--- config.mk ---
export PLATFORM = sky130hd
export DESIGN_NAME = dcc_top
export DESIGN_NICKNAME = d
export VERILOG_FILES = /design/src/logic/dcc_pkg.sv /design/src/logic/dcc_divider.sv /design/src/logic/dcc_channel.sv /design/src/logic/dcc_top.sv
export SDC_FILE = /design/constraint.sdc
export NUM_CORES = 1
export LEC_CHECK = 0
export BUFFER_PORTS_ARGS = -buffer_cell sky130_fd_sc_hd__buf_2
export CAP_MARGIN = 10
export CORE_UTILIZATION = 50
export CTS_BUF_LIST = sky130_fd_sc_hd__clkbuf_8 sky130_fd_sc_hd__clkbuf_16
export CTS_CLUSTER_SIZE = 40
export DETAILED_ROUTE_END_ITERATION = 8
export HOLD_SLACK_MARGIN = 0.02
export PLACE_DENSITY = 0.73
export SYNTH_ARGS = -nofsm -noshare
export SYNTH_HDL_FRONTEND = slang
export SYNTH_SLANG_ARGS = --single-unit
--- constraint.sdc ---
create_clock -name sys_clk -period 4.65 [get_ports sys_clk]
set_clock_uncertainty 0.05 [all_clocks]
set_input_delay 0.2325 -clock sys_clk [delete_from_list [all_inputs] [get_ports sys_clk]]
set_output_delay 0.2325 -clock sys_clk [all_outputs]
set_load 0.01 [all_outputs]
--- src/logic/dcc_pkg.sv ---
package dcc_pkg;
	// register byte addresses on the AHB-Lite slave
	localparam logic [7:0] ADDR_PER_ENABLE = 8'h00;
	localparam logic [7:0] ADDR_MODE = 8'h04;
	localparam logic [7:0] ADDR_FILTER = 8'h08;
	localparam logic [7:0] ADDR_OUTCTL = 8'h0c;
	localparam logic [7:0] ADDR_IRQ_FLAG = 8'h10;
	localparam logic [7:0] ADDR_IRQ_MASK = 8'h14;
	localparam logic [7:0] ADDR_IRQ_PRIO = 8'h18;
	localparam logic [7:0] ADDR_RAW = 8'h1c;
	localparam int ADDR_W = 8;
	localparam logic [7:0] RESET_BYTE = 8'h00;
	// peripheral enable: clock gate bit
	localparam int PER_GATE_BIT = 5;
	// mode register fields, comparator i at offset 4*i
	localparam int MODE_ENB = 0;
	localparam int MODE_WDE = 1;
	localparam int MODE_VRF = 2;
	localparam int MODE_MON = 3;
	localparam int MODE_STRIDE = 4;
	// filter register fields, comparator i at offset 4*i
	localparam int FIR_FCK_LO = 0;
	localparam int FIR_EPO = 2;
	localparam int FIR_EDG = 3;
	localparam int FIR_STRIDE = 4;
	// output control fields, comparator i at offset 3*i
	localparam int OCR_IE = 0;
	localparam int OCR_OE = 1;
	localparam int OCR_OP = 2;
	localparam int OCR_STRIDE = 3;
	localparam int OCR_SPEED = 7;
	localparam logic [7:0] OCR_WMASK = 8'hbf;
	// irq flag bits: comparator 1 at bit 7, comparator 0 at bit 6
	localparam int IRQ_BIT0 = 6;
	localparam int IRQ_BIT1 = 7;
	// filter sampling dividers
	localparam int FILT_DIV_MID = 8;
	localparam int FILT_DIV_SLOW = 32;
	localparam logic [1:0] FCK_BYPASS = 2'b00;
	localparam logic [1:0] FCK_FULL = 2'b01;
	localparam logic [1:0] FCK_DIV8 = 2'b10;
	localparam int FILT_MATCHES = 3;
	typedef enum logic [1:0] {
		DCC_IDLE = 2'b00,
		DCC_DATA = 2'b01
	} dcc_bus_e;
endpackage

--- src/logic/dcc_divider.sv ---
`timescale 1ns/1ps
module dcc_divider
	import dcc_pkg::*;
#(
	parameter int DIV_A = FILT_DIV_MID,
	parameter int DIV_B = FILT_DIV_SLOW
) (
	input wire logic sys_clk,
	input wire logic reset_n,
	input wire logic run,
	output logic tickA,
	output logic tickB
);
	typedef struct packed {
		logic [7:0] cnt;
		logic tickA;
		logic tickB;
	} dcc_div_s;
	dcc_div_s st_r, st_nxt;
	localparam logic [7:0] LAST_B = 8'(DIV_B - 1);
	localparam logic [7:0] MASK_A = 8'(DIV_A - 1);
	always_comb begin
		st_nxt = st_r;
		st_nxt.tickA = 1'b0;
		st_nxt.tickB = 1'b0;
		if (!run) begin
			st_nxt.cnt = 8'h00;
		end else begin
			st_nxt.cnt = (st_r.cnt == LAST_B) ? 8'h00 : st_r.cnt + 8'h01;
			st_nxt.tickA = (st_r.cnt & MASK_A) == MASK_A;
			st_nxt.tickB = st_r.cnt == LAST_B;
		end
	end
	always_ff @(posedge sys_clk or negedge reset_n) begin
		if (!reset_n) begin
			st_r <= '0;
		end else begin
			st_r <= st_nxt;
		end
	end
	assign tickA = st_r.tickA;
	assign tickB = st_r.tickB;
endmodule // dcc_divider

--- src/logic/dcc_channel.sv ---
`timescale 1ns/1ps
module dcc_channel
	import dcc_pkg::*;
(
	input wire logic sys_clk,
	input wire logic reset_n,
	input wire logic gateOn,
	input wire logic enable,
	input wire logic rawResult,
	input wire logic [1:0] filterSel,
	input wire logic tickMid,
	input wire logic tickSlow,
	input wire logic bothEdge,
	input wire logic edgePolarity,
	input wire logic irqEnable,
	input wire logic outInvert,
	input wire logic outEnable,
	output logic monitor,
	output logic edgeEvent,
	output logic pinOut,
	output logic pinOe
);
	typedef struct packed {
		logic [FILT_MATCHES-1:0] hist;
		logic filtOut;
		logic prevLevel;
		logic monitor;
		logic edgeEvent;
		logic pinOut;
		logic pinOe;
	} dcc_ch_s;
	dcc_ch_s st_r, st_nxt;
	logic sample;
	logic level;
	always_comb begin
		case (filterSel)
			FCK_FULL: sample = 1'b1;
			FCK_DIV8: sample = tickMid;
			default: sample = tickSlow;
		endcase
		st_nxt = st_r;
		if (!gateOn) begin
			st_nxt = '0;
		end else begin
			if (filterSel != FCK_BYPASS && sample) begin
				// adopt level one sample after three matches
				if (&st_r.hist || ~|st_r.hist) begin
					st_nxt.filtOut = st_r.hist[0];
				end
				st_nxt.hist = {st_r.hist[FILT_MATCHES-2:0], rawResult};
			end
		end
		level = (filterSel == FCK_BYPASS) ? rawResult : st_r.filtOut;
		if (gateOn) begin
			st_nxt.prevLevel = level;
			// raw result already encodes standard or window comparison
			st_nxt.monitor = enable ? rawResult : 1'b0;
			st_nxt.edgeEvent = irqEnable && enable && (level != st_r.prevLevel) &&
				(bothEdge || (level ^ edgePolarity));
			st_nxt.pinOut = (rawResult ^ outInvert) & outEnable;
			st_nxt.pinOe = outEnable;
		end
	end
	always_ff @(posedge sys_clk or negedge reset_n) begin
		if (!reset_n) begin
			st_r <= '0;
		end else begin
			st_r <= st_nxt;
		end
	end
	assign monitor = st_r.monitor;
	assign edgeEvent = st_r.edgeEvent;
	assign pinOut = st_r.pinOut;
	assign pinOe = st_r.pinOe;
endmodule // dcc_channel

--- src/logic/dcc_top.sv ---
// Chosen here: the register offsets and the AHB-Lite register port.
`timescale 1ns/1ps
module dcc_top
	import dcc_pkg::*;
(
	input wire logic sys_clk,
	input wire logic reset_n,
	input wire logic hsel,
	input wire logic [31:0] haddr,
	input wire logic [1:0] htrans,
	input wire logic hwrite,
	input wire logic [2:0] hsize,
	input wire logic [31:0] hwdata,
	input wire logic hready,
	output logic [31:0] hrdata,
	output logic hreadyout,
	output logic hresp,
	input wire logic [1:0] compareResultIn,
	output logic [1:0] compare_result_pin,
	output logic [1:0] compareResultOe,
	output logic [1:0] compareIrq,
	output logic [1:0] windowModeOut,
	output logic [1:0] referenceSourceOut,
	output logic [1:0] comparatorEnableOut,
	output logic speedSelectOut
);
	typedef struct packed {
		dcc_bus_e phase;
		logic [ADDR_W-1:0] addr;
		logic wr;
		logic [31:0] rdata;
		logic [1:0] sync1;
		logic [1:0] sync2;
		logic [7:0] perEnable;
		logic [7:0] mode;
		logic [7:0] filter;
		logic [7:0] outCtl;
		logic [7:0] irqFlag;
		logic [7:0] irqMask;
		logic [15:0] irqPrio;
		logic [1:0] irqOut;
		logic [1:0] wde;
		logic [1:0] vrf;
		logic [1:0] enb;
		logic speed;
	} dcc_top_s;
	dcc_top_s st_r, st_nxt;
	logic gateOn;
	logic tickMid;
	logic tickSlow;
	logic [1:0] monitor;
	logic [1:0] edgeEvent;
	logic [1:0] pinOut;
	logic [1:0] pinOe;
	logic [7:0] modeRead;
	logic [7:0] wbyte;
	logic [7:0] irqSet;
	assign gateOn = st_r.perEnable[PER_GATE_BIT];

	// slower filter rates are single-cycle enables, not derived clocks
	dcc_divider #(
		.DIV_A(FILT_DIV_MID),
		.DIV_B(FILT_DIV_SLOW)
	) u_div (
		.sys_clk(sys_clk),
		.reset_n(reset_n),
		.run(gateOn),
		.tickA(tickMid),
		.tickB(tickSlow)
	);

	genvar gi;
	generate
		for (gi = 0; gi < 2; gi++) begin : g_ch
			dcc_channel u_ch (
				.sys_clk(sys_clk),
				.reset_n(reset_n),
				.gateOn(gateOn),
				.enable(st_r.mode[gi*MODE_STRIDE+MODE_ENB]),
				.rawResult(st_r.sync2[gi]),
				.filterSel(st_r.filter[gi*FIR_STRIDE+FIR_FCK_LO +: 2]),
				.tickMid(tickMid),
				.tickSlow(tickSlow),
				.bothEdge(st_r.filter[gi*FIR_STRIDE+FIR_EDG]),
				.edgePolarity(st_r.filter[gi*FIR_STRIDE+FIR_EPO]),
				.irqEnable(st_r.outCtl[gi*OCR_STRIDE+OCR_IE]),
				.outInvert(st_r.outCtl[gi*OCR_STRIDE+OCR_OP]),
				.outEnable(st_r.outCtl[gi*OCR_STRIDE+OCR_OE]),
				.monitor(monitor[gi]),
				.edgeEvent(edgeEvent[gi]),
				.pinOut(pinOut[gi]),
				.pinOe(pinOe[gi])
			);
		end
	endgenerate

	always_comb begin
		modeRead = st_r.mode;
		modeRead[MODE_MON] = monitor[0];
		modeRead[MODE_STRIDE+MODE_MON] = monitor[1];
		irqSet = 8'h00;
		irqSet[IRQ_BIT0] = edgeEvent[0];
		irqSet[IRQ_BIT1] = edgeEvent[1];
		wbyte = hwdata[7:0];
		st_nxt = st_r;
		// pin input synchroniser; only sync2 feeds logic
		st_nxt.sync1 = compareResultIn;
		st_nxt.sync2 = st_r.sync1;
		st_nxt.phase = DCC_IDLE;
		st_nxt.wr = 1'b0;
		// set wins over clear in the flag register
		if (st_r.phase == DCC_DATA && st_r.wr) begin
			case (st_r.addr)
				ADDR_PER_ENABLE: st_nxt.perEnable = wbyte;
				ADDR_MODE: begin
					if (gateOn) begin
						st_nxt.mode = wbyte;
						st_nxt.mode[MODE_MON] = 1'b0;
						st_nxt.mode[MODE_STRIDE+MODE_MON] = 1'b0;
					end
				end
				ADDR_FILTER: if (gateOn) st_nxt.filter = wbyte;
				ADDR_OUTCTL: if (gateOn) st_nxt.outCtl = wbyte & OCR_WMASK;
				ADDR_IRQ_FLAG: st_nxt.irqFlag = wbyte;
				ADDR_IRQ_MASK: st_nxt.irqMask = wbyte;
				ADDR_IRQ_PRIO: st_nxt.irqPrio = hwdata[15:0];
				default: ;
			endcase
		end
		st_nxt.irqFlag = st_nxt.irqFlag | irqSet;
		if (!gateOn) begin
			st_nxt.mode = RESET_BYTE;
			st_nxt.filter = RESET_BYTE;
			st_nxt.outCtl = RESET_BYTE;
		end
		st_nxt.irqOut[0] = st_r.irqFlag[IRQ_BIT0] & ~st_r.irqMask[IRQ_BIT0];
		st_nxt.irqOut[1] = st_r.irqFlag[IRQ_BIT1] & ~st_r.irqMask[IRQ_BIT1];
		st_nxt.wde = {st_r.mode[MODE_STRIDE+MODE_WDE], st_r.mode[MODE_WDE]};
		st_nxt.vrf = {st_r.mode[MODE_STRIDE+MODE_VRF], st_r.mode[MODE_VRF]};
		st_nxt.enb = {st_r.mode[MODE_STRIDE+MODE_ENB], st_r.mode[MODE_ENB]};
		st_nxt.speed = st_r.outCtl[OCR_SPEED];
		if (hsel && hready && htrans[1]) begin
			st_nxt.phase = DCC_DATA;
			st_nxt.addr = haddr[ADDR_W-1:0];
			st_nxt.wr = hwrite;
			case (haddr[ADDR_W-1:0])
				ADDR_PER_ENABLE: st_nxt.rdata = {24'h000000, st_r.perEnable};
				ADDR_MODE: st_nxt.rdata = {24'h000000, modeRead};
				ADDR_FILTER: st_nxt.rdata = {24'h000000, st_r.filter};
				ADDR_OUTCTL: st_nxt.rdata = {24'h000000, st_r.outCtl};
				ADDR_IRQ_FLAG: st_nxt.rdata = {24'h000000, st_r.irqFlag};
				ADDR_IRQ_MASK: st_nxt.rdata = {24'h000000, st_r.irqMask};
				ADDR_IRQ_PRIO: st_nxt.rdata = {16'h0000, st_r.irqPrio};
				ADDR_RAW: st_nxt.rdata = {30'h0, st_r.sync2};
				default: st_nxt.rdata = 32'h00000000;
			endcase
		end
	end

	always_ff @(posedge sys_clk or negedge reset_n) begin
		if (!reset_n) begin
			st_r <= '0;
			st_r.irqMask <= 8'hff;
		end else begin
			st_r <= st_nxt;
		end
	end

	assign hrdata = st_r.rdata;
	assign hreadyout = 1'b1;
	assign hresp = 1'b0;
	assign compare_result_pin = pinOut;
	assign compareResultOe = pinOe;
	assign compareIrq = st_r.irqOut;
	assign windowModeOut = st_r.wde;
	assign referenceSourceOut = st_r.vrf;
	assign comparatorEnableOut = st_r.enb;
	assign speedSelectOut = st_r.speed;
endmodule // dcc_top

## Yosys cells after proc, flatten, opt, wreduce, memory -nomap -nowiden

Cells that the tools add are included.

- $add $sub $neg: 1
- Equality and inequality tests: 30
- Multiplexer cells: 30
- Bitwise gates (word level): 11
- Reduce and logical (&&, ||, !) cells: 35

Operators by type and width:

| cell | count |
|---|---|
| 16-bit one-hot mux with 8 select lines | 1 |
| 8-bit two-way mux | 10 |
| 8-bit by 5-bit == test with 1-bit output (second input constant) | 8 |
| 56-bit two-way mux | 1 |
| 42-bit two-way mux | 1 |
| 8-bit by 4-bit == test with 1-bit output (second input constant) | 4 |
| 24-bit two-way mux | 1 |
| 8-bit by 3-bit == test with 1-bit output (second input constant) | 2 |
| 8-bit zero test | 2 |
| 16-bit two-way mux | 1 |
| 4-bit two-way mux | 4 |
| 2-bit by 1-bit != test with 1-bit output (second input constant) | 8 |
| 2-bit AND reduction | 8 |
| 1-bit logical AND | 11 |
| 5-bit two-way mux | 2 |
| 8-bit by 1-bit adder with 8-bit output (second input constant) | 1 |
| 8-bit bitwise OR | 1 |
| 2-bit by 1-bit == test with 1-bit output (second input constant) | 3 |
| 1-bit two-way mux | 6 |
| 3-bit AND reduction | 2 |
| 3-bit OR reduction | 2 |
| 1-bit bitwise AND | 4 |
| 2-bit == test (second input constant) | 2 |
| 2-bit zero test | 2 |
| other kinds (9) | 20 |

- Flip-flop bits (word level): 148
- Bits of input ports: 76
- Output and inout port bits: 47

## Logic depth before layout (Yosys ltp)

- Depth after elaboration: 6
- Gate-level depth with buffers: 7
- Depth with buffers taken out: 6

## By module

Synthesis repeated with hierarchy kept, for this count alone.

- Cell total of the unflattened synthesis: 482
- Area total of the unflattened synthesis: 5,959.5 um2

Modules (own cells, without submodules):

| module | instances | cells an instance | area each (um2) | seq. area each (um2) |
|---|---|---|---|---|
| dcc_top | 1 | 364 | 4,596.9 | 2,537.4 |
| dcc_channel | 2 | 38 | 450.4 | 225.2 |
| dcc_divider | 1 | 42 | 461.7 | 250.2 |

## Least setup slack after synthesis

No wires, ideal clock.

- Path type: register -> register
- From: register st_r[115] in the netlist's numbering
- To: register st_r[15] in the netlist's numbering
- Setup time: 0.125 ns
- Data arrival time: 1.689 ns
- Required time: 4.475 ns
- Path slack: 2.786 ns
- Stages on the path, launching flop included: 6
- Path buffers: 1
- Clock period less this slack: 1.864 ns
- Cells stage by stage: dfrtp_1 or3_4 or2_4 nor2_8 buf_8 mux2_4

- Word-level cells in the longest chain between the ends: 2

Ends and longest elaborated chain:

| what | RTL line | RTL |
|---|---|---|
| start: declaration | dcc_top.sv:47 | `dcc_top_s st_r, st_nxt;` |
| start signal: assignment | dcc_top.sv:165 | `st_r <= st_nxt;` |
| 8-bit by 5-bit == test with 1-bit output | dcc_top.sv:113 | `case (st_r.addr)` |
| 2-bit AND reduction (no source line) | -- |  |

No other way between the ends.
A chain may end at the register's enable or synchronous reset.

## Final worst setup path

- From: register st_r[115] in the netlist's numbering
- To: register st_r[49] in the netlist's numbering

- Word-level cells in the longest chain between the ends: 3

Ends and longest elaborated chain:

| what | RTL line |
|---|---|
| 8-bit by 4-bit == test with 1-bit output | dcc_top.sv:113 |
| 2-bit by 1-bit != test with 1-bit output (no source line) | -- |
| 2-bit AND reduction (no source line) | -- |

No other way between the ends.

==> PnR_summary.wiki <==
{| class="wikitable"
! Metric !! Value
|-
| Final Slew Violations || 0
|-
| Endpoints failing setup || 0
|-
| NetSw || 0.6102 mW
|-
| Most common library cells after synthesis || 121 x sky130_fd_sc_hd__dfrtp_1, 55 x sky130_fd_sc_hd__nand2_1, 46 x sky130_fd_sc_hd__buf_4
|-
| Post-layout nets || 624
|-
| Cell with the most instances after synthesis || sky130_fd_sc_hd__dfrtp_1
|-
| Cell count after synthesis || 494
|-
| Initial standard-cell utilization of the core || 51.92%
|-
| CP Cell Sequence || or3_4 > nor3_1 > a32o_1
|-
| Total number of vias || 3984
|-
| P_leak || 3.416 nW
|-
| Clk pin slew, worst setup/hold paths || 0.06 ns
|-
| Violation count after the first detailed-route iteration || 354
|-
| Flop pwr share || 39.2%
|-
| WP buf/inv || 0
|-
| First-pass iteration count of the detailed router || 9
|-
| Row count || 39
|-
| Detailed Route WL || 12.68 mm
|-
| Number of warnings reported in the yosys synthesis log || 0
|-
| IO buf count || 60
|-
| Die boundary height || 111.4 um
|-
| Fraction of synthesis flops using an asynchronous set or reset pin || 100.0%
|-
| Status || finished with violations
|-
| Die extent in x || 111.4 um
|-
| Post-route fraction of the period consumed by the critical path || 47.12%
|-
| Critical path startpoint category || flip-flop
|-
| Largest stage delay, worst path || 0.92 ns
|-
| Met1 track demand over resource || 27.70%
|-
| Reported max-cap violation count || 0
|-
| Total number of clock tree sinks || 129
|-
| Relative contribution of combinational cells to total power || 5.3%
|-
| Violations in the final reports || DRC
|-
| Complex-gate fraction of the synthesized area || 8.600%
|-
| Proportion of synthesized chip area in sequential cells || 54.15%
|-
| GR met2 Demand/Resource || 37.04%
|-
| Post-Synth Simple-Gate Area || 11.82%
|-
| Clock group share of total power || 55.5%
|-
| Clock tree buffer depth || 2
|-
| Highest fanout seen on the critical path || 8
|-
| Area share of the largest cell type after synthesis || 50.64%
|-
| Fraction of layout instances using a drive strength above 1 || 28.93%
|-
| Met3 Use GR || 4.627%
|-
| Number of nets with antenna violations after detailed routing || 0
|-
| Placed wire-length estimate || 8.045 mm
|-
| EDFF count, synth || 0
|-
| Largest family of logic cells by synthesized area || multiplexers
|-
| Area Overhead vs Synth || 16.89%
|-
| Overall overflow remaining after global route || 0
|-
| Slowest CP cell || sky130_fd_sc_hd__nor3_1
|-
| DRC errors left || 10
|-
| Number of H-tree levels || 4
|-
| F_max || 456.4 MHz
|-
| Relative slew slack || 23.26%
|-
| Pin slew with the least headroom to its limit || 1.142 ns
|-
| Final number of hold-violating endpoints || 0
|-
| Worst skew pair latency || 0.42 ns
|-
| Synth cell types || 53
|-
| Num ports || 123
|-
| CP arrival || 2.49 ns
|-
| Routed len/inst || 18.21 um
|-
| Worst hold slack across all endpoints || 0.06924 ns
|-
| Wire length of the first global-routing pass || 20.95 mm
|-
| Final period demand of the worst path || 2.191 ns
|-
| Maximum number of pins on one net before global-route repair || 68
|-
| Global routing's busiest layer || met2
|-
| All-Layer GR Usage || 22.03%
|-
| Fill cell instance count of the final layout || 860
|-
| Synth Area per Inst || 12.10 um^2
|-
| Synthesized area || 5979 um^2
|-
| Worst vdd rail ir drop || 272.4 uV
|-
| Yosys top cell by area || sky130_fd_sc_hd__dfrtp_1
|-
| Post-synthesis mux area share || 14.02%
|-
| #FFs+latches synth || 129
|-
| Area of the placeable core || 11520 um^2
|-
| Die outline area || 12400 um^2
|-
| Unrepaired setup endpoints after global routing || false
|-
| Synth Flop Type || sky130_fd_sc_hd__dfrtp_1
|-
| Number of global-route vias before repair || 4131
|-
| Xor and xnor area share after synthesis || 1.318%
|-
| Final antenna diode count || 0
|-
| Adder and majority gate portion of the synthesized area || 1.674%
|-
| Clock Root Buffer || sky130_fd_sc_hd__clkbuf_16
|-
| Post_cts resized || 0
|-
| Synth area leaders || sky130_fd_sc_hd__dfrtp_1 51%, sky130_fd_sc_hd__buf_4 5.8%, sky130_fd_sc_hd__mux2_2 4.9%, sky130_fd_sc_hd__mux2_4 4.5%, sky130_fd_sc_hd__dfstp_2 3.5%
|-
| Clock buffer count from CTS || 17
|-
| Classification of the worst setup path || reg -> reg
|-
| CP delay by family, top || simple AND/OR/NAND/NOR gates
|-
| Total power density per cell area || 427.1 nW/um^2
|-
| Internal Pwr Total || 2.375 mW
|-
| Final-layout setup total negative slack || 0 ns
|-
| Initial antenna violation count || 0
|-
| Critical Path End Type || flip-flop
|-
| Global placer's final weighted congestion || 0.8195
|-
| Clock tree from TritonCTS || done
|-
| Class of the worst hold path || in -> reg
|-
| Data required time at the worst endpoint || 4.94 ns
|-
| Fraction of power spent switching nets || 20.44%
|-
| Ratio of routed vias to standard cells || 5.724
|}
==> cells in the final DEF (no fill, tap or decap), types with 6 or more instances in the layout <==
cell type / synthesis / routed
sky130_fd_sc_hd__dfrtp_1: 121 / 121
sky130_fd_sc_hd__buf_2: 6 / 59
sky130_fd_sc_hd__nand2_1: 55 / 55
sky130_fd_sc_hd__mux2_2: 26 / 26
sky130_fd_sc_hd__nor2_1: 21 / 21
sky130_fd_sc_hd__mux2_4: 18 / 18
sky130_fd_sc_hd__conb_1: 2 / 18
sky130_fd_sc_hd__clkbuf_16: 0 / 17
sky130_fd_sc_hd__dlygate4sd3_1: 0 / 17
sky130_fd_sc_hd__mux2i_1: 14 / 14
sky130_fd_sc_hd__a22o_1: 13 / 13
sky130_fd_sc_hd__inv_1: 11 / 12
sky130_fd_sc_hd__nand3_1: 12 / 12
sky130_fd_sc_hd__a32o_1: 9 / 9
sky130_fd_sc_hd__o21ai_0: 9 / 9
sky130_fd_sc_hd__bufinv_16: 0 / 9
sky130_fd_sc_hd__ha_1: 8 / 8
sky130_fd_sc_hd__dfstp_2: 8 / 8
sky130_fd_sc_hd__nor3_1: 7 / 7
sky130_fd_sc_hd__xnor2_1: 6 / 6
sky130_fd_sc_hd__and3_1: 6 / 6
sky130_fd_sc_hd__o22ai_1: 6 / 6
sky130_fd_sc_hd__nand3b_1: 6 / 6
sky130_fd_sc_hd__mux4_2: 6 / 6
==> metrics by stage <==
stage	total power, mW	worst slack (ns)	std cells	util (%)	instance area [um^2]
6_report	2.985	2.459	696	60.69	6989
5_1_grt	3.066	2.321	696	60.69	6989
4_1_cts	2.997	2.480	696	60.69	6989
3_5_place_dp	1.333	2.204	647	52.81	6082
3_3_place_gp	1.327	2.289	647	52.81	6082
2_1_floorplan	1.280	2.786	510	-	6040
==> worst paths after layout <==
| kind | start | end | cells after the start | slack, ns |
|---|---|---|---|---|
| worst max-delay path | st_r[115] | st_r[49] | 3 | 2.46 |
| worst min-delay path | hwdata[6] | modeRead[6] | 3 | 0.07 |
| worst max register to register | st_r[115] | st_r[49] | 3 | 2.46 |
| worst min register to register | st_nxt[73] | st_r[73] | 0 | 0.30 |
| max in group asynchronous | reset_n | hrdata[1] | 3 | 2.82 |
| min in group asynchronous | reset_n | speedSelectOut | 2 | 0.40 |
==> layout make-up <==
cell class / count / area [um^2] / share of cell area [%]
sequential: 129 / 3238 / 46.33
multi-input combinational: 302 / 2306 / 32.99
timing repair buffer: 79 / 488.0 / 6.982
clock buffer: 17 / 425.4 / 6.087
clock inverter: 15 / 311.5 / 4.458
tap: 143 / 178.9 / 2.560
inverter: 11 / 41.29 / 0.5908
==> timing repair <==
item,in CTS,in global routing
hold buffers,17,0
setup buffers,0,0
endpoints found under the hold margin,75,0
==> worst reg2reg max path, cell delays in order (launching register included) <==
cell and delay, ns:
sky130_fd_sc_hd__dfrtp_1 0.40, sky130_fd_sc_hd__or3_4 0.43, sky130_fd_sc_hd__nor3_1 0.92, sky130_fd_sc_hd__a32o_1 0.32
==> power groups by stage <==
stage	Sequential, mW	Combinational (mW)	Clock [mW]
floorplan	1.18	0.0969	0
global placement	1.19	0.140	0
detailed placement	1.19	0.144	0
CTS	1.17	0.158	1.67
global route	1.17	0.173	1.72
finish	1.17	0.157	1.66
==> kinds of logic (layout without fill, tap and decap cells) <==
| kind of cell | count (synthesis) | in the layout |
|---|---|---|
| flops | 129 | 129 |
| xor+xnor | 9 | 9 |
| buf+inv | 79 | 122 |
| simple gates | 135 | 135 |
| compound gates | 68 | 68 |
| other cells | 2 | 18 |
| mux | 64 | 64 |
| fa+ha+maj | 8 | 8 |
==> sequential cells by signal, summed over array words and instances (netlist names), 3 cells and up <==
| signal | cells |
|---|---|
| hrdata | 16 |
| g_ch.u_ch.st_r | 10 |
| st_r | 66 |
| modeRead | 6 |
| u_div.st_r | 8 |
| st_nxt | 3 |
==> per-layer routing <==
layer  wire length (um)  share of wire (%)  vias to the layer above
li1                   -                  -                     1787
met5                  0                  0                        -
met4                285                2.2                        0
met3                626                4.9                       25
met2               6518                 51                      140
met1               5246                 41                     2032
Power figures use the tool's default switching activity.
